<file path="config.mk">
export PLATFORM = sky130hd
export DESIGN_NAME = spi_master_slave_port
export DESIGN_NICKNAME = d
export VERILOG_FILES = /design/src/spi_port_pkg.sv /design/src/spi_master_slave_port.sv
export SDC_FILE = /design/constraint.sdc
export NUM_CORES = 1
export LEC_CHECK = 0
export ABC_CLOCK_PERIOD_IN_PS = 10100
export BUFFER_PORTS_ARGS = -buffer_cell sky130_fd_sc_hd__buf_2
export CAP_MARGIN = 20
export CORE_MARGIN = 2
export CORE_UTILIZATION = 55
export DETAILED_ROUTE_END_ITERATION = 8
export GPL_ROUTABILITY_DRIVEN = 0
export PLACE_DENSITY = 0.83
export SYNTH_ARGS = -nofsm -noshare
export SYNTH_HDL_FRONTEND = slang
export SYNTH_SLANG_ARGS = --single-unit
export TNS_END_PERCENT = 50
</file>
<file path="constraint.sdc">
create_clock -name clk -period 10.1 [get_ports clk]
set_input_delay 3.03 -clock clk [delete_from_list [all_inputs] [get_ports clk]]
set_output_delay 3.03 -clock clk [all_outputs]
set_load 0.02 [all_outputs]
</file>
<file path="src/spi_port_pkg.sv">
// spi_port_pkg: register map, field positions, reset values and carriers
// for the byte-wide serial port; assumes an APB slave with 8-bit addressing
package spi_port_pkg;
   localparam int DATA_W = 8;
   localparam int ADDR_W = 8;
   localparam int HALF_W = 12;
   localparam int PIN_N = 4;

   // byte addresses, one 32-bit word per register
   localparam logic [ADDR_W-1:0] ADDR_CONTROL_ONE = 8'h00;
   localparam logic [ADDR_W-1:0] ADDR_MATCH = 8'h04;
   localparam logic [ADDR_W-1:0] ADDR_CONTROL_TWO = 8'h08;
   localparam logic [ADDR_W-1:0] ADDR_BAUD = 8'h0c;
   localparam logic [ADDR_W-1:0] ADDR_STATUS = 8'h10;
   localparam logic [ADDR_W-1:0] ADDR_DATA = 8'h14;

   // control_one fields
   localparam int C1_IRQ_EN = 7;
   localparam int C1_ENABLE = 6;
   localparam int C1_TX_IRQ_EN = 5;
   localparam int C1_MASTER = 4;
   localparam int C1_CPOL = 3;
   localparam int C1_CPHA = 2;
   localparam int C1_SELECT_OUTPUT_ENABLE = 1;
   localparam int C1_BIT_ORDER_LOWFIRST = 0;
   // control_two fields
   localparam int C2_MODE_FAULT_ENABLE = 4;
   localparam int C2_BIDIR_OUTPUT_ENABLE = 3;
   localparam int C2_PINMODE = 0;
   // status fields
   localparam int ST_RXFULL = 7;
   localparam int ST_MATCH = 6;
   localparam int ST_TXEMPTY = 5;
   localparam int ST_MODE_FAULT_FLAG = 4;
   // baud fields
   localparam int PPR_LSB = 4;
   localparam int PPR_W = 3;
   localparam int SPR_W = 4;
   localparam logic [SPR_W-1:0] SPR_MAX = 4'h8;

   localparam logic [DATA_W-1:0] C1_RESET = 8'h04;
   localparam logic [DATA_W-1:0] C2_RESET = 8'h00;
   localparam logic [DATA_W-1:0] BAUD_RESET = 8'h00;
   localparam logic [DATA_W-1:0] MATCH_RESET = 8'h00;
   localparam logic [DATA_W-1:0] DATA_RESET = 8'h00;
   localparam logic [DATA_W-1:0] C1_ABORT_MASK = 8'h0f;
   localparam logic [DATA_W-1:0] C2_ABORT_MASK = 8'h11;
   localparam logic [DATA_W-1:0] BAUD_ABORT_MASK = 8'h7f;

   localparam logic [3:0] EDGE_FIRST = 4'h0;
   localparam logic [3:0] EDGE_LAST = 4'hf;
   localparam logic [HALF_W-1:0] HALF_ONE = 12'h001;
   localparam logic [HALF_W-1:0] HALF_ZERO = 12'h000;

   // pin index inside pin_in_type seen as a vector
   localparam int PIN_SS = 3;
   localparam int PIN_SCLK = 2;
   localparam int PIN_MOSI = 1;
   localparam int PIN_MISO = 0;
   localparam logic [PIN_N-1:0] PIN_IDLE = 4'h8;

   typedef struct packed {
      logic psel;
      logic penable;
      logic pwrite;
      logic [ADDR_W-1:0] paddr;
      logic [31:0] pwdata;
   } apb_req_type;

   typedef struct packed {
      logic [31:0] prdata;
      logic pready;
      logic pslverr;
   } apb_rsp_type;

   typedef struct packed {
      logic ss;
      logic sclk;
      logic mosi;
      logic miso;
   } pin_in_type;

   typedef struct packed {
      logic ssOut;
      logic select_output_enable;
      logic sclkOut;
      logic sclkOe;
      logic mosiOut;
      logic mosiOe;
      logic misoOut;
      logic misoOe;
   } pin_out_type;

   typedef enum logic [1:0] {ST_IDLE, ST_ACTIVE, ST_TRAIL} xfer_state_type;
endpackage

</file>
<file path="src/spi_master_slave_port.sv">
// spi_master_slave_port: byte-wide serial port, master or slave, APB registers
// assumes pins are resolved outside from out/oe pairs; single clock clk
//
// How it works
// phase 0 puts first clock edge mid first bit; phase 1 at its start
// master without fault enable leaves select pin as general I/O; slave reads it
// master with fault enable: select is auto output or fault input per enable
// bit order 0 sends most significant bit first, 1 least significant first
// data register always holds the most significant bit in bit 7
// each byte entering receive buffer compared with match value; equal sets flag
// data write fills transmit buffer; master sends it once prior transfer ends
// data write ignored unless status was read with transmit-empty set
// byte finishing while receive buffer full is dropped, old byte kept
// software reads each byte before the next transfer completes
// system enable hands all four pins to the serial function; code leaves select as general I/O for a master without fault enable
// completed byte moves from shifter into receive buffer
// polarity inverts clock; phase picks odd or even sampling edges
// master bit selects master; only master starts transfers
// master byte written with shifter empty loads at once and shifts out
// master clock from baud generator of rate and prescale bits
// automatic select is low during transfers, high when idle
// select low as fault input: drop master, release outputs, abort, flag
// interrupt requested when fault flag sets with its enable on
// master waits half a clock period after start before first edge
// master config change aborts transfer and forces idle
// master software must itself return the remote slave to idle
// clearing system enable forces idle and resets every status flag
// polarity 0 idles clock low, 1 idles it high
// each transfer is exactly sixteen clock edges, eight bits
`timescale 1ns/1ps
`default_nettype none
module spi_master_slave_port (
   input wire logic clk,
   input wire logic reset,
   input wire spi_port_pkg::apb_req_type apbReq,
   output spi_port_pkg::apb_rsp_type apbRsp,
   input wire spi_port_pkg::pin_in_type pinIn,
   output spi_port_pkg::pin_out_type pinOut,
   output logic irq
);
   import spi_port_pkg::*;

   function automatic logic [DATA_W-1:0] shiftIn(input logic [DATA_W-1:0] v, input logic b,
                                                 input logic lsb);
      shiftIn = lsb ? {b, v[DATA_W-1:1]} : {v[DATA_W-2:0], b};
   endfunction

   // pin input conditioning
   logic [PIN_N-1:0] pinVec;
   logic [PIN_N-1:0] s1_r, s2_r, s3_r, pinF_r, pinF_nxt;

   // register group
   apb_rsp_type rsp_r, rsp_nxt;
   logic [DATA_W-1:0] c1_r, c1_nxt, c2_r, c2_nxt, baud_r, baud_nxt, match_r, match_nxt;
   logic [DATA_W-1:0] txBuf_r, txBuf_nxt, rxBuf_r, rxBuf_nxt;
   logic rxFull_r, rxFull_nxt, matchFlag_r, matchFlag_nxt, txEmpty_r, txEmpty_nxt;
   logic mode_fault_flag_r, mode_fault_flag_nxt, armTx_r, armTx_nxt, modfArm_r, modfArm_nxt, irq_r, irq_nxt;

   // engine group
   xfer_state_type state_r, state_nxt;
   logic [DATA_W-1:0] sh_r, sh_nxt, shFinal;
   logic [3:0] edgeCnt_r, edgeCnt_nxt;
   logic [HALF_W-1:0] halfCnt_r, halfCnt_nxt, halfLen;
   logic [SPR_W-1:0] sprEff;
   logic sclkPhase_r, sclkPhase_nxt, latch_r, latch_nxt, sclkPrev_r, sclkPrev_nxt;
   logic takeTx, complete, tick, edgeEvt, inBit, outBit, sampleE, shiftE;

   // pin output group
   pin_out_type pinOut_r, pinOut_nxt;

   // shared decode
   logic [DATA_W-1:0] wData;
   logic setup, wrAcc, rdAcc, enable, masterOn, autoSs, fault, cfgAbort, selected;
   logic lsb, cpha, single_wire_pin_mode;

   assign pinVec = pinIn;
   assign wData = apbReq.pwdata[DATA_W-1:0];
   assign setup = apbReq.psel && !apbReq.penable;
   assign wrAcc = apbReq.psel && apbReq.penable && rsp_r.pready && apbReq.pwrite;
   assign rdAcc = apbReq.psel && apbReq.penable && rsp_r.pready && !apbReq.pwrite;
   assign enable = c1_r[C1_ENABLE];
   assign masterOn = enable && c1_r[C1_MASTER];
   assign lsb = c1_r[C1_BIT_ORDER_LOWFIRST];
   assign cpha = c1_r[C1_CPHA];
   assign single_wire_pin_mode = c2_r[C2_PINMODE];
   assign autoSs = masterOn && c2_r[C2_MODE_FAULT_ENABLE] && c1_r[C1_SELECT_OUTPUT_ENABLE];
   assign selected = enable && !c1_r[C1_MASTER] && !pinF_r[PIN_SS];
   assign fault = masterOn && c2_r[C2_MODE_FAULT_ENABLE] && !c1_r[C1_SELECT_OUTPUT_ENABLE] && !pinF_r[PIN_SS];
   assign cfgAbort = masterOn && wrAcc && (
      (apbReq.paddr == ADDR_CONTROL_ONE && ((wData ^ c1_r) & C1_ABORT_MASK) != '0) ||
      (apbReq.paddr == ADDR_CONTROL_TWO && (((wData ^ c2_r) & C2_ABORT_MASK) != '0 ||
         (single_wire_pin_mode && wData[C2_BIDIR_OUTPUT_ENABLE] != c2_r[C2_BIDIR_OUTPUT_ENABLE]))) ||
      (apbReq.paddr == ADDR_BAUD && ((wData ^ baud_r) & BAUD_ABORT_MASK) != '0));

   // three-stage capture; a change counts once stages two and three agree
   genvar gi;
   generate
      for (gi = 0; gi < PIN_N; gi++) begin : g_filt
         assign pinF_nxt[gi] = (s2_r[gi] == s3_r[gi]) ? s2_r[gi] : pinF_r[gi];
      end
   endgenerate

   always_ff @(posedge clk or posedge reset) begin
      if (reset) begin
         s1_r <= PIN_IDLE;
         s2_r <= PIN_IDLE;
         s3_r <= PIN_IDLE;
         pinF_r <= PIN_IDLE;
      end else begin
         s1_r <= pinVec;
         s2_r <= s1_r;
         s3_r <= s2_r;
         pinF_r <= pinF_nxt;
      end
   end

   // baud generator: half period = (prescale + 1) << rate clocks
   always_comb begin
      sprEff = (baud_r[SPR_W-1:0] > SPR_MAX) ? SPR_MAX : baud_r[SPR_W-1:0];
      halfLen = HALF_W'({1'b0, baud_r[PPR_LSB +: PPR_W]} + 4'h1) << sprEff;
   end

   // transfer engine, shared by master and slave
   always_comb begin
      state_nxt = state_r;
      sh_nxt = sh_r;
      edgeCnt_nxt = edgeCnt_r;
      halfCnt_nxt = halfCnt_r;
      sclkPhase_nxt = sclkPhase_r;
      latch_nxt = latch_r;
      sclkPrev_nxt = pinF_r[PIN_SCLK];
      takeTx = 1'b0;
      complete = 1'b0;
      shFinal = sh_r;
      tick = (halfCnt_r == HALF_ZERO);
      outBit = lsb ? sh_r[0] : sh_r[DATA_W-1];
      if (c1_r[C1_MASTER]) begin
         inBit = single_wire_pin_mode ? pinF_r[PIN_MOSI] : pinF_r[PIN_MISO];
      end else begin
         inBit = single_wire_pin_mode ? pinF_r[PIN_MISO] : pinF_r[PIN_MOSI];
      end
      if (c1_r[C1_MASTER]) begin
         edgeEvt = (state_r == ST_ACTIVE) && tick;
      end else begin
         edgeEvt = (state_r == ST_ACTIVE) && selected && (pinF_r[PIN_SCLK] != sclkPrev_r);
      end
      // odd edges sample with phase 0, even edges with phase 1
      sampleE = edgeCnt_r[0] ^ !cpha;
      shiftE = !sampleE && !(cpha && edgeCnt_r == EDGE_FIRST);
      if (state_r != ST_IDLE) begin
         halfCnt_nxt = tick ? halfLen - HALF_ONE : halfCnt_r - HALF_ONE;
      end
      unique case (state_r)
         ST_IDLE: begin
            edgeCnt_nxt = EDGE_FIRST;
            sclkPhase_nxt = 1'b0;
            if (masterOn && !txEmpty_r) begin
               takeTx = 1'b1;
               sh_nxt = txBuf_r;
               halfCnt_nxt = halfLen - HALF_ONE;
               state_nxt = ST_ACTIVE;
            end else if (selected) begin
               if (!txEmpty_r) begin
                  takeTx = 1'b1;
                  sh_nxt = txBuf_r;
               end
               state_nxt = ST_ACTIVE;
            end
         end
         ST_ACTIVE: begin
            if (edgeEvt) begin
               sclkPhase_nxt = !sclkPhase_r;
               edgeCnt_nxt = edgeCnt_r + 4'h1;
               if (sampleE) begin
                  latch_nxt = inBit;
                  if (cpha && edgeCnt_r == EDGE_LAST) begin
                     sh_nxt = shiftIn(sh_r, inBit, lsb);
                  end
               end
               if (shiftE) begin
                  sh_nxt = shiftIn(sh_r, latch_r, lsb);
               end
               if (edgeCnt_r == EDGE_LAST) begin
                  complete = 1'b1;
                  shFinal = sh_nxt;
                  state_nxt = c1_r[C1_MASTER] ? ST_TRAIL : ST_IDLE;
               end
            end
            if (!c1_r[C1_MASTER] && !selected) begin
               state_nxt = ST_IDLE;
            end
         end
         ST_TRAIL: begin
            if (tick) begin
               state_nxt = ST_IDLE;
            end
         end
      endcase
      if (!enable || cfgAbort || fault) begin
         state_nxt = ST_IDLE;
         edgeCnt_nxt = EDGE_FIRST;
         sclkPhase_nxt = 1'b0;
         complete = 1'b0;
         takeTx = 1'b0;
         sh_nxt = sh_r;
      end
   end

   always_ff @(posedge clk or posedge reset) begin
      if (reset) begin
         state_r <= ST_IDLE;
         sh_r <= DATA_RESET;
         edgeCnt_r <= EDGE_FIRST;
         halfCnt_r <= HALF_ZERO;
         sclkPhase_r <= 1'b0;
         latch_r <= 1'b0;
         sclkPrev_r <= 1'b0;
      end else begin
         state_r <= state_nxt;
         sh_r <= sh_nxt;
         edgeCnt_r <= edgeCnt_nxt;
         halfCnt_r <= halfCnt_nxt;
         sclkPhase_r <= sclkPhase_nxt;
         latch_r <= latch_nxt;
         sclkPrev_r <= sclkPrev_nxt;
      end
   end

   // register file and status flags; hardware sets win over software clears
   always_comb begin
      c1_nxt = c1_r;
      c2_nxt = c2_r;
      baud_nxt = baud_r;
      match_nxt = match_r;
      txBuf_nxt = txBuf_r;
      rxBuf_nxt = rxBuf_r;
      rxFull_nxt = rxFull_r;
      matchFlag_nxt = matchFlag_r;
      txEmpty_nxt = txEmpty_r;
      mode_fault_flag_nxt = mode_fault_flag_r;
      armTx_nxt = armTx_r;
      modfArm_nxt = modfArm_r;
      rsp_nxt.pready = setup;
      rsp_nxt.pslverr = 1'b0;
      rsp_nxt.prdata = '0;
      if (setup) begin
         unique case (apbReq.paddr)
            ADDR_CONTROL_ONE: rsp_nxt.prdata[DATA_W-1:0] = c1_r;
            ADDR_CONTROL_TWO: rsp_nxt.prdata[DATA_W-1:0] = c2_r;
            ADDR_BAUD: rsp_nxt.prdata[DATA_W-1:0] = baud_r;
            ADDR_MATCH: rsp_nxt.prdata[DATA_W-1:0] = match_r;
            ADDR_DATA: rsp_nxt.prdata[DATA_W-1:0] = rxBuf_r;
            ADDR_STATUS: begin
               rsp_nxt.prdata[ST_RXFULL] = rxFull_r;
               rsp_nxt.prdata[ST_MATCH] = matchFlag_r;
               rsp_nxt.prdata[ST_TXEMPTY] = txEmpty_r;
               rsp_nxt.prdata[ST_MODE_FAULT_FLAG] = mode_fault_flag_r;
            end
            default: rsp_nxt.pslverr = 1'b1;
         endcase
      end
      if (rdAcc && apbReq.paddr == ADDR_STATUS) begin
         armTx_nxt = txEmpty_r;
         modfArm_nxt = mode_fault_flag_r;
      end
      if (rdAcc && apbReq.paddr == ADDR_DATA) begin
         rxFull_nxt = 1'b0;
      end
      if (wrAcc) begin
         unique case (apbReq.paddr)
            ADDR_CONTROL_ONE: begin
               c1_nxt = wData;
               if (modfArm_r) begin
                  mode_fault_flag_nxt = 1'b0;
                  modfArm_nxt = 1'b0;
               end
            end
            ADDR_CONTROL_TWO: c2_nxt = wData;
            ADDR_BAUD: baud_nxt = wData;
            ADDR_MATCH: match_nxt = wData;
            ADDR_STATUS: begin
               if (wData[ST_MATCH]) begin
                  matchFlag_nxt = 1'b0;
               end
            end
            ADDR_DATA: begin
               if (armTx_r) begin
                  txBuf_nxt = wData;
                  txEmpty_nxt = 1'b0;
                  armTx_nxt = 1'b0;
               end
            end
            default: ;
         endcase
      end
      if (takeTx) begin
         txEmpty_nxt = 1'b1;
      end
      if (complete && !rxFull_r) begin
         rxBuf_nxt = shFinal;
         rxFull_nxt = 1'b1;
         if (shFinal == match_r) begin
            matchFlag_nxt = 1'b1;
         end
      end
      if (fault) begin
         c1_nxt[C1_MASTER] = 1'b0;
         mode_fault_flag_nxt = 1'b1;
      end
      if (!enable) begin
         rxFull_nxt = 1'b0;
         matchFlag_nxt = 1'b0;
         mode_fault_flag_nxt = 1'b0;
         txEmpty_nxt = 1'b1;
         armTx_nxt = 1'b0;
         modfArm_nxt = 1'b0;
      end
      irq_nxt = (c1_r[C1_IRQ_EN] && (rxFull_r || mode_fault_flag_r)) ||
                (c1_r[C1_TX_IRQ_EN] && enable && txEmpty_r);
   end

   always_ff @(posedge clk or posedge reset) begin
      if (reset) begin
         rsp_r <= '0;
         c1_r <= C1_RESET;
         c2_r <= C2_RESET;
         baud_r <= BAUD_RESET;
         match_r <= MATCH_RESET;
         txBuf_r <= DATA_RESET;
         rxBuf_r <= DATA_RESET;
         rxFull_r <= 1'b0;
         matchFlag_r <= 1'b0;
         txEmpty_r <= 1'b1;
         mode_fault_flag_r <= 1'b0;
         armTx_r <= 1'b0;
         modfArm_r <= 1'b0;
         irq_r <= 1'b0;
      end else begin
         rsp_r <= rsp_nxt;
         c1_r <= c1_nxt;
         c2_r <= c2_nxt;
         baud_r <= baud_nxt;
         match_r <= match_nxt;
         txBuf_r <= txBuf_nxt;
         rxBuf_r <= rxBuf_nxt;
         rxFull_r <= rxFull_nxt;
         matchFlag_r <= matchFlag_nxt;
         txEmpty_r <= txEmpty_nxt;
         mode_fault_flag_r <= mode_fault_flag_nxt;
         armTx_r <= armTx_nxt;
         modfArm_r <= modfArm_nxt;
         irq_r <= irq_nxt;
      end
   end

   // pin drivers; nothing is driven while the port is disabled
   always_comb begin
      pinOut_nxt = '0;
      pinOut_nxt.select_output_enable = autoSs;
      pinOut_nxt.ssOut = (state_r == ST_IDLE);
      pinOut_nxt.sclkOe = masterOn;
      pinOut_nxt.sclkOut = c1_r[C1_CPOL] ^ sclkPhase_r;
      if (masterOn) begin
         // hold the last bit while the slave samples on the final edge
         pinOut_nxt.mosiOut = (state_r == ST_TRAIL) ? pinOut_r.mosiOut : outBit;
         pinOut_nxt.mosiOe = !single_wire_pin_mode || c2_r[C2_BIDIR_OUTPUT_ENABLE];
      end else if (selected) begin
         pinOut_nxt.misoOut = outBit;
         pinOut_nxt.misoOe = !single_wire_pin_mode || c2_r[C2_BIDIR_OUTPUT_ENABLE];
      end
   end

   always_ff @(posedge clk or posedge reset) begin
      if (reset) begin
         pinOut_r <= '0;
      end else begin
         pinOut_r <= pinOut_nxt;
      end
   end

   assign apbRsp = rsp_r;
   assign pinOut = pinOut_r;
   assign irq = irq_r;
endmodule
`default_nettype wire

</file>
==> flow_summary.toml, run 1 <==
[power_and_ir_drop]
power.share.sequential = 0.400
p_clk_frac = 0.563
p_comb_frac = 0.037
total_leakage_power_nw = 3.39
intPower_uw = 964
swShare = 0.202
power.switching_uw = 244
p_per_area_mw_per_mm2 = 164
ir_drop_uv = 100
p_total_mw = 1.21

[global_routing]
use_met3 = 0.0702
antenna_found_initial = 0
grt-ovfl-total = 0
use_met1 = 0.326
grt_pass1_wl_um = 25900
grt_pass1_vias = 5147
grt_max_degree = 78
met2_usage = 0.417
globalRoute.busiestLayer = "met2"
grtUsageTotal = 0.258

[clock_network]
htreeDepth = 4
cts_root_buffer = "clkbuf_16"
cts_num_sinks = 118
numCtsBuffers = 17
clockBufferDepth = 2
cts_tree = "done"
worstSkewPairLatency_ns = 0.42
cts_resized = 0
ctsHoldBuffers = 0
postCtsSetupRepairBufs = 0
cts.clk_slew.worst_paths_ns = 0.05

[routing]
vias = 5310
drt_first_pass_iters = 7
detail_route.wl_per_cell_um = 18.8
final_antenna_net_count = 0
routed_wl_um = 15900
drc = 7
viasPerCell = 6.27
drt_iter0_drc = 557

[die]
ioPinCount = 92
dieArea_mm2 = 0.0128
coreArea_mm2 = 0.0115
initial_core_util = 0.569
die_h_um = 113
die_w_um = 113
num_rows = 39

[timing]
fmax_mhz = 184
tightest_slew_ns = 1.01
setup_viol = 0
finalSetupTns_ns = 0
fin_crit_sh = 0.537
hold_viol_final = 0
rsz0062_at_grt = "no"
fin_crit_ns = 5.42
maxSlewViolCount = 0
clock_skew_ns = 0.00896
slew_headroom = 0.326

[logic_synthesis]
syn_inst = 664
yosys_register_bits = 118
ys_async_sr_fraction = 1.00
synth-main-ff-cell = "dfrtp_1"
synth_top_cell_area_share = 0.428
synth_area_mm2 = 0.00655
yosysSeqAreaShare = 0.452
synth_edf_count = 0
synth_largest_area_cell = "dfrtp_1"
synthTopCellsByArea = "dfrtp_1 (43%), mux2_2 (7.2%), o21ai_0 (3.7%), mux2i_1 (3.2%), nand2_1 (3.0%)"
avgSynthCellArea_um2 = 9.86
ys_warn_count = 0
ys_types = 71

[finish]
final_area_mm2 = 0.00736
drive_above_1_share = 0.190
mostFrequentLayoutCells = "dfrtp_1 (112), nand2_1 (52), o21ai_0 (49), buf_2 (43)"
n_antenna_cell = 0
layout_commonest_cell = "dfrtp_1"
area_growth_pct = 12.4
nNetsFinal = 749

[run_status]
violations = "design-rule violations"
status = "finished with violations"

[place]
placed_cell_area_mm2 = 0.00670
portBuffers = 43
hpwl_um = 10600

[min_path]
holdCritPathClass = "reg2reg"
hp-start = "s1_r[3]"
worst_hold_path.num_cells = 0
hold_path_end = "s2_r[3]"

[setup_path]
worst_setup_path_end_kind = "flip-flop"
start_kind = "primary input"
r2r_slack_ns = 6.97
crit_arrival_ns = 5.72
path_max_fanout = 16
reg2reg_from = "halfCnt_r[0]"
reg2reg_to = "matchFlag_r"
critical_path_class = "in2reg"
ff2ff_path_depth = 9
critPathRequiredTime_ns = 10.40

[flow_run]
drv_cap = 0
how the worst max path moves through the flow:
stage	slack, ns	from	end	depth (start not counted)
3_3_place_gp	4.34	apbReq[33]	rxBuf_r[7]	7
3_5_place_dp	4.31	apbReq[33]	rxBuf_r[0]	7
2_1_floorplan	3.95	reset	apbRsp[0]	1
5_1_grt	4.52	apbReq[33]	rxBuf_r[0]	7
6_report	4.68	apbReq[33]	rxBuf_r[0]	7
4_1_cts	4.70	apbReq[33]	rxBuf_r[0]	7
state kept, by name (all words and copies together), names as in the netlist, 8 cells and up:
register,cells
sh_r,8
halfCnt_r,12
match_r,8
pinOut,8
apbRsp,10
c2_r,8
baud_r,8
rxBuf_r,8
txBuf_r,8
c1_r,8
cells by family after synthesis:
kind of cell | count (synthesis) | share of synthesized area
other cells | 1 | 0.000573
buf+inv | 84 | 0.0669
compound gates | 154 | 0.150
xor+xnor | 32 | 0.0428
flops | 118 | 0.452
mux | 66 | 0.109
fa+ha+maj | 13 | 0.0233
simple gates | 196 | 0.155
area by class of cell:
type / count / area [um2]
inverter: 24 / 92.6
fill: 879 / 4150
clock buffer: 22 / 464
tap: 143 / 179
sequential: 118 / 2960
timing repair buffer: 45 / 230
multi-input combinational: 485 / 3240
clock inverter: 10 / 200
metrics by stage:
step,instances,setup WS [ns],hold WS (ns),util
finish,847,4.68,0.353,0.639
global route,847,4.52,0.358,0.639
CTS,847,4.70,0.353,0.639
detailed placement,815,4.31,0.336,0.582
global placement,815,4.34,0.334,0.582
floorplan,687,3.95,0.331,-
power by group through the flow:
stage	Combinational (mW)	Sequential, mW	Clock, mW
finish	0.0443	0.484	0.680
global placement	0.0425	0.491	0
detailed placement	0.0440	0.492	0
global route	0.0489	0.484	0.709
CTS	0.0443	0.484	0.686
floorplan	0.0371	0.491	0
cell usage after synthesis, types with 3 or more instances:
master,count
dfrtp_1,112
nand2_1,52
o21ai_0,49
mux2_2,42
nor2_1,42
a21oi_1,36
buf_4,25
clkbuf_1,25
inv_1,24
mux2i_1,21
xor2_1,20
nand3_1,18
a22oi_1,17
nor3_1,14
xnor2_1,12
nand2b_1,11
ha_1,9
nor2b_1,9
and3_1,8
dfstp_2,6
nand4_1,6
nor4_1,6
a21o_1,5
and2_1,5
a211oi_1,4
a31oi_1,4
maj3_1,4
o31ai_1,4
a221o_1,3
a221oi_1,3
buf_2,3
buf_6,3
mux2_1,3
nand3b_1,3
nand4b_1,3
o21ai_1,3
o22ai_1,3
or3_1,3
critical path, stage by stage:
cell and delay, ns:
buf_2 0.09, or4_4 0.56, nor4b_2 0.59, a41o_1 0.27, a21o_1 0.31, or3_1 0.48
mux2_2 0.39
routing by layer:
metal  wire, um  vias up
li1           -     2377
met1       6610     2625
met2       7700      260
met3       1130       48
met4        466        0
met5          0        -
Note: power is estimated with default switching activity, not from simulation.
==> inputs of run 2 (changes only) <==
--- a/config.mk
+++ b/config.mk
@@ -5,14 +5,14 @@
 export SDC_FILE = /design/constraint.sdc
 export NUM_CORES = 1
 export LEC_CHECK = 0
-export ABC_CLOCK_PERIOD_IN_PS = 10100
+export ABC_CLOCK_PERIOD_IN_PS = 4400
 export BUFFER_PORTS_ARGS = -buffer_cell sky130_fd_sc_hd__buf_2
 export CAP_MARGIN = 20
 export CORE_MARGIN = 2
-export CORE_UTILIZATION = 55
+export CORE_UTILIZATION = 52
 export DETAILED_ROUTE_END_ITERATION = 8
 export GPL_ROUTABILITY_DRIVEN = 0
-export PLACE_DENSITY = 0.83
+export PLACE_DENSITY = 0.82
 export SYNTH_ARGS = -nofsm -noshare
 export SYNTH_HDL_FRONTEND = slang
 export SYNTH_SLANG_ARGS = --single-unit
==> constraint.sdc (replaced) <==
create_clock -name clk -period 4.4 [get_ports clk]
set_input_delay 1.32 -clock clk [delete_from_list [all_inputs] [get_ports clk]]
set_output_delay 1.32 -clock clk [all_outputs]
set_load 0.02 [all_outputs]
==> run 2 against run 1 <==
Compared with the run above:
- the run now ends clean
- combinational power is 130% higher
- non-clock buffer count is 5 higher
- sequential share of layout area is 0.21 points higher
- critical endpoint is now sh_r[6]
- largest cell class unchanged
==> flow_summary.toml, run 2 (same netlist as run 1, synthesis figures left out) <==
[run_status]
status = "complete, no violations"

[setup_path]
crit_arrival_ns = 3.67
startpoint = "apbReq[34]"
path_max_fanout = 17
r2r_slack_ns = 1.33
cp_slowest_stage_delay_ns = 0.47
cpMaxStageDelayCell = "or3_4"
cp_num_cells = 11
cp_top_family = "simple AND/OR/NAND/NOR gates"
reg2reg_from = "baud_r[4]"
cpMostUsedCell = "buf_4"
reg2reg_to = "halfCnt_r[11]"
critPathRequiredTime_ns = 4.68
critical_path_class = "in2reg"
critical_path_buf_inv_count = 3
critical_path.endpoint = "sh_r[6]"
ff2ff_path_depth = 9
worst_setup_path_end_kind = "flip-flop"
path_cells = "buf_2 -> nor2_1 -> nor4b_2 -> buf_4 -> a41o_1 -> a21o_1 -> buf_4 -> or3_4 -> or3_1 -> o21ai_0 -> a21oi_1"
start_kind = "primary input"

[min_path]
holdCritPathClass = "reg2reg"

[power_and_ir_drop]
ir_drop_uv = 275
p_per_area_mw_per_mm2 = 338
p_total_mw = 2.48
total_leakage_power_nw = 3.34

[timing]
finalSetupTns_ns = 0
fmax_mhz = 294
rsz0062_at_grt = "no"
fin_ws_ns = 1.00
slew_headroom = 0.472
holdWs_ns = 0.345
fin_crit_ns = 3.40
fin_crit_sh = 0.772
hold_viol_final = 0
setup_viol = 0
tightest_slew_ns = 0.789
maxSlewViolCount = 0
clock_skew_ns = 0.00922

[finish]
area_growth_pct = 11.8
regMostFlops = "halfCnt_r"
fillCellCount = 986
n_antenna_cell = 0
drive_above_1_share = 0.197
layout_commonest_cell = "dfrtp_1"
nNetsFinal = 754
post-route-util = 0.602
final_area_mm2 = 0.00732
mostFrequentLayoutCells = "dfrtp_1 (112), nand2_1 (52), o21ai_0 (49), buf_2 (43)"
instances_no_fill = 877
largest_register_ff_count = 12

[place]
portBuffers = 43
place_ws_ns = 0.585
hpwl_um = 11300
placed_cell_area_mm2 = 0.00678
dp_cells = 845

[routing]
drt_iter0_drc = 767
vias = 5289
drc = 0
final_antenna_net_count = 0
drt_first_pass_iters = 6
routed_wl_um = 16000
viasPerCell = 6.03
detail_route.wl_per_cell_um = 18.3

[clock_network]
numCtsBuffers = 17
cts_root_buffer = "clkbuf_16"
clockBufferDepth = 2
cts.clk_slew.worst_paths_ns = 0.05
cts_resized = 0
cts_num_sinks = 118
ctsHoldBuffers = 0
worstSkewPairLatency_ns = 0.43
postCtsSetupRepairBufs = 0
cts_tree = "done"
htreeDepth = 4

[global_routing]
grt-ovfl-total = 0
grt_max_degree = 58
antenna_found_initial = 0
grt_pass1_vias = 5085
grtUsageTotal = 0.246
grt_pass1_wl_um = 25200

[die]
coreArea_mm2 = 0.0122
die_w_um = 116
initial_core_util = 0.538
num_rows = 40
dieArea_mm2 = 0.0135
die_h_um = 116
ioPinCount = 92

[flow_run]
drv_cap = 0
-- run 2: changes by cell type in the layout (fill, tap and decap cells not counted), moves of 2 or more --
cell	delta
bufinv_16	-5
buf_4	+4
clkinv_4	+2
clkbuf_8	-2
clkinvlp_4	+6
-- run 2: area by class of cell --
class / count / area [um2] / area share
flip-flops and latches: 118 / 2960 / 0.404
multi-input cells: 485 / 3240 / 0.442
repair buffers: 50 / 280 / 0.0383
inverters: 24 / 93.8 / 0.0128
clock buffers: 19 / 433 / 0.0591
well taps: 168 / 210 / 0.0287
clock inverters: 13 / 110 / 0.0150
-- run 2: worst min path at each step --
stage	start	end	slack [ns]	cells past startpoint
after CTS	s1_r[1]	s2_r[1]	0.35	0
after detailed placement	s1_r[1]	s2_r[1]	0.33	0
after floorplan	s1_r[0]	s2_r[0]	0.33	0
final	s1_r[1]	s2_r[1]	0.35	0
after global routing	s1_r[2]	s2_r[2]	0.35	0
after global placement	s1_r[0]	s2_r[0]	0.33	0
-- run 2: routing by layer --
| metal | track usage | routed length [um] | share of wire | vias to the layer above |
|---|---|---|---|---|
| li1 | - | - | - | 2393 |
| met4 | 0.129 | 565 | 0.035 | 0 |
| met2 | 0.394 | 7880 | 0.49 | 264 |
| met5 | 0 | 0 | 0 | - |
| met3 | 0.0675 | 1230 | 0.076 | 56 |
| met1 | 0.307 | 6370 | 0.40 | 2576 |
-- run 2: where the power goes --
group	internal [mW]	switching, mW	leakage [nW]
logic	0.0275	0.0770	1.57
registers	1.10	0.00932	1.52
clock network	0.768	0.496	0.255
==> inputs of run 3 (changes only) <==
--- a/config.mk
+++ b/config.mk
@@ -5,14 +5,14 @@
 export SDC_FILE = /design/constraint.sdc
 export NUM_CORES = 1
 export LEC_CHECK = 0
-export ABC_CLOCK_PERIOD_IN_PS = 4400
+export ABC_CLOCK_PERIOD_IN_PS = 3200
 export BUFFER_PORTS_ARGS = -buffer_cell sky130_fd_sc_hd__buf_2
 export CAP_MARGIN = 20
 export CORE_MARGIN = 2
-export CORE_UTILIZATION = 52
+export CORE_UTILIZATION = 55
 export DETAILED_ROUTE_END_ITERATION = 8
 export GPL_ROUTABILITY_DRIVEN = 0
-export PLACE_DENSITY = 0.82
+export PLACE_DENSITY = 0.83
 export SYNTH_ARGS = -nofsm -noshare
 export SYNTH_HDL_FRONTEND = slang
 export SYNTH_SLANG_ARGS = --single-unit
==> constraint.sdc (replaced) <==
create_clock -name clk -period 3.2 [get_ports clk]
set_input_delay 0.96 -clock clk [delete_from_list [all_inputs] [get_ports clk]]
set_output_delay 0.96 -clock clk [all_outputs]
set_load 0.02 [all_outputs]
==> run 3 against run 2 <==
Compared with the run above:
- the run now ends with design-rule violations left
- sequential share of layout area fell by 1.3 points
- worst setup slack got worse by 0.80 ns
- sequential cell count did not move
- sequential power rose by 38%
- clock power rose by 52%
- critical path type is now reg2reg
==> flow_summary.toml, run 3 (same netlist as run 1, synthesis figures left out) <==
[global_routing]
grt_max_degree = 39
antenna_found_initial = 0
grt_pass1_vias = 5457
grtUsageTotal = 0.271
grt_pass1_wl_um = 27400
grt-ovfl-total = 0

[routing]
drt_iter0_drc = 963
drt_first_pass_iters = 8
routed_wl_um = 16600
detail_route.wl_per_cell_um = 19.0
viasPerCell = 6.18
vias = 5423
final_antenna_net_count = 0
drc = 6

[die]
num_rows = 39
die_w_um = 113
ioPinCount = 92
die_h_um = 113
dieArea_mm2 = 0.0128
initial_core_util = 0.569
coreArea_mm2 = 0.0115

[setup_path]
cp_slowest_stage_delay_ns = 0.47
start_kind = "flip-flop"
r2r_slack_ns = 0.20
reg2reg_to = "matchFlag_r"
worst_setup_path_end_kind = "flip-flop"
reg2reg_from = "halfCnt_r[0]"
path_max_fanout = 7
critPathRequiredTime_ns = 3.53
critical_path_class = "reg2reg"
crit_arrival_ns = 3.33
cp_top_family = "simple AND/OR/NAND/NOR gates"
critical_path_buf_inv_count = 3
ff2ff_path_depth = 11
cpMaxStageDelayCell = "or3_1"
path_cells = "inv_1 -> ha_1 -> nor4b_1 -> buf_4 -> nand4_1 -> a21bo_2 -> or3_1 -> buf_4 -> a21oi_1 -> nand4_1 -> o31ai_1"

[clock_network]
htreeDepth = 4
worstSkewPairLatency_ns = 0.42
cts_root_buffer = "clkbuf_16"
cts_resized = 0
ctsHoldBuffers = 0
postCtsSetupRepairBufs = 0
cts.clk_slew.worst_paths_ns = 0.05
cts_tree = "done"
clockBufferDepth = 2
numCtsBuffers = 17
cts_num_sinks = 118

[finish]
nNetsFinal = 780
largest_register_ff_count = 12
area_growth_pct = 15.7
n_antenna_cell = 0
ff_latch_area_mm2 = 0.00296
mostFrequentLayoutCells = "dfrtp_1 (112), nand2_1 (52), o21ai_0 (49), buf_2 (43)"
fillCellCount = 841
multi_input_area_mm2 = 0.00324
drive_above_1_share = 0.228
regMostFlops = "halfCnt_r"
layout_commonest_cell = "dfrtp_1"
final_area_mm2 = 0.00758

[min_path]
hold_path_end = "s2_r[1]"
hp-start = "s1_r[1]"
holdCritPathClass = "reg2reg"
worst_hold_path.num_cells = 0

[run_status]
status = "finished with violations"
violations = "design-rule violations"

[place]
place_ws_ns = -0.0630
hpwl_um = 11600
portBuffers = 43
placed_cell_area_mm2 = 0.00697

[power_and_ir_drop]
total_leakage_power_nw = 3.51
p_per_area_mw_per_mm2 = 475
ir_drop_uv = 341
p_total_mw = 3.60

[timing]
setup_viol = 0
fin_crit_sh = 0.937
hold_viol_final = 0
fin_crit_ns = 3.00
maxSlewViolCount = 0
slew_headroom = 0.406
fin_ws_ns = 0.200
rsz0062_at_grt = "no"
fmax_mhz = 333
tightest_slew_ns = 0.887
clock_skew_ns = 0.00606

[flow_run]
drv_cap = 0
==> run 3: cell types whose count changed in the layout (fill, tap and decap cells not counted) <==
cell / previous run / this run
clkinvlp_4: 6 / 4
clkbuf_8: 0 / 6
nor2b_2: 0 / 1
bufinv_16: 1 / 2
clkinv_2: 5 / 2
buf_12: 1 / 3
clkinv_4: 2 / 0
buf_4: 6 / 30
nor2b_1: 9 / 8
clkbuf_1: 2 / 1
==> run 3: cell type report <==
class                           count  share of cell area
Inverter                           24              0.0124
Tap cell                          143              0.0236
Clock buffer                       24              0.0675
Timing Repair Buffer               76              0.0661
Clock inverter                      7              0.0122
Sequential cell                   118               0.391
Multi-Input combinational cell    485               0.428
==> run 3: worst max-delay path by stage <==
stage,from,to,depth (start not counted)
2_1_floorplan,apbReq[33],rxBuf_r[0],8
3_3_place_gp,apbReq[33],matchFlag_r,10
3_5_place_dp,apbReq[33],matchFlag_r,10
4_1_cts,edgeCnt_r[0],matchFlag_r,10
5_1_grt,halfCnt_r[0],matchFlag_r,11
6_report,halfCnt_r[0],matchFlag_r,11
==> run 3: stage by stage <==
step	setup TNS [ns]	std cells	hold WS, ns	utilization
2_1_floorplan	0	687	0.331	-
3_3_place_gp	-0.144	846	0.334	0.605
3_5_place_dp	-0.211	846	0.335	0.605
4_1_cts	0	877	0.348	0.658
5_1_grt	0	877	0.359	0.658
6_report	0	877	0.344	0.658
==> run 3: power by group <==
| part | leakage [nW] | internal [mW] | total [mW] | switching [mW] |
|---|---|---|---|---|
| combinational | 1.71 | 0.0461 | 0.154 | 0.108 |
| clock | 0.290 | 1.26 | 1.92 | 0.658 |
| sequential | 1.52 | 1.51 | 1.53 | 0.0122 |
| total | 3.51 | 2.82 | 3.60 | 0.779 |
==> run 3: routing by layer <==
metal  part of all wire  GRT usage  up-vias
met3              0.077     0.0787       53
met5                  0          0        -
met4              0.031      0.117        0
li1                   -          -     2442
met2               0.49      0.443      278
met1               0.40      0.337     2650
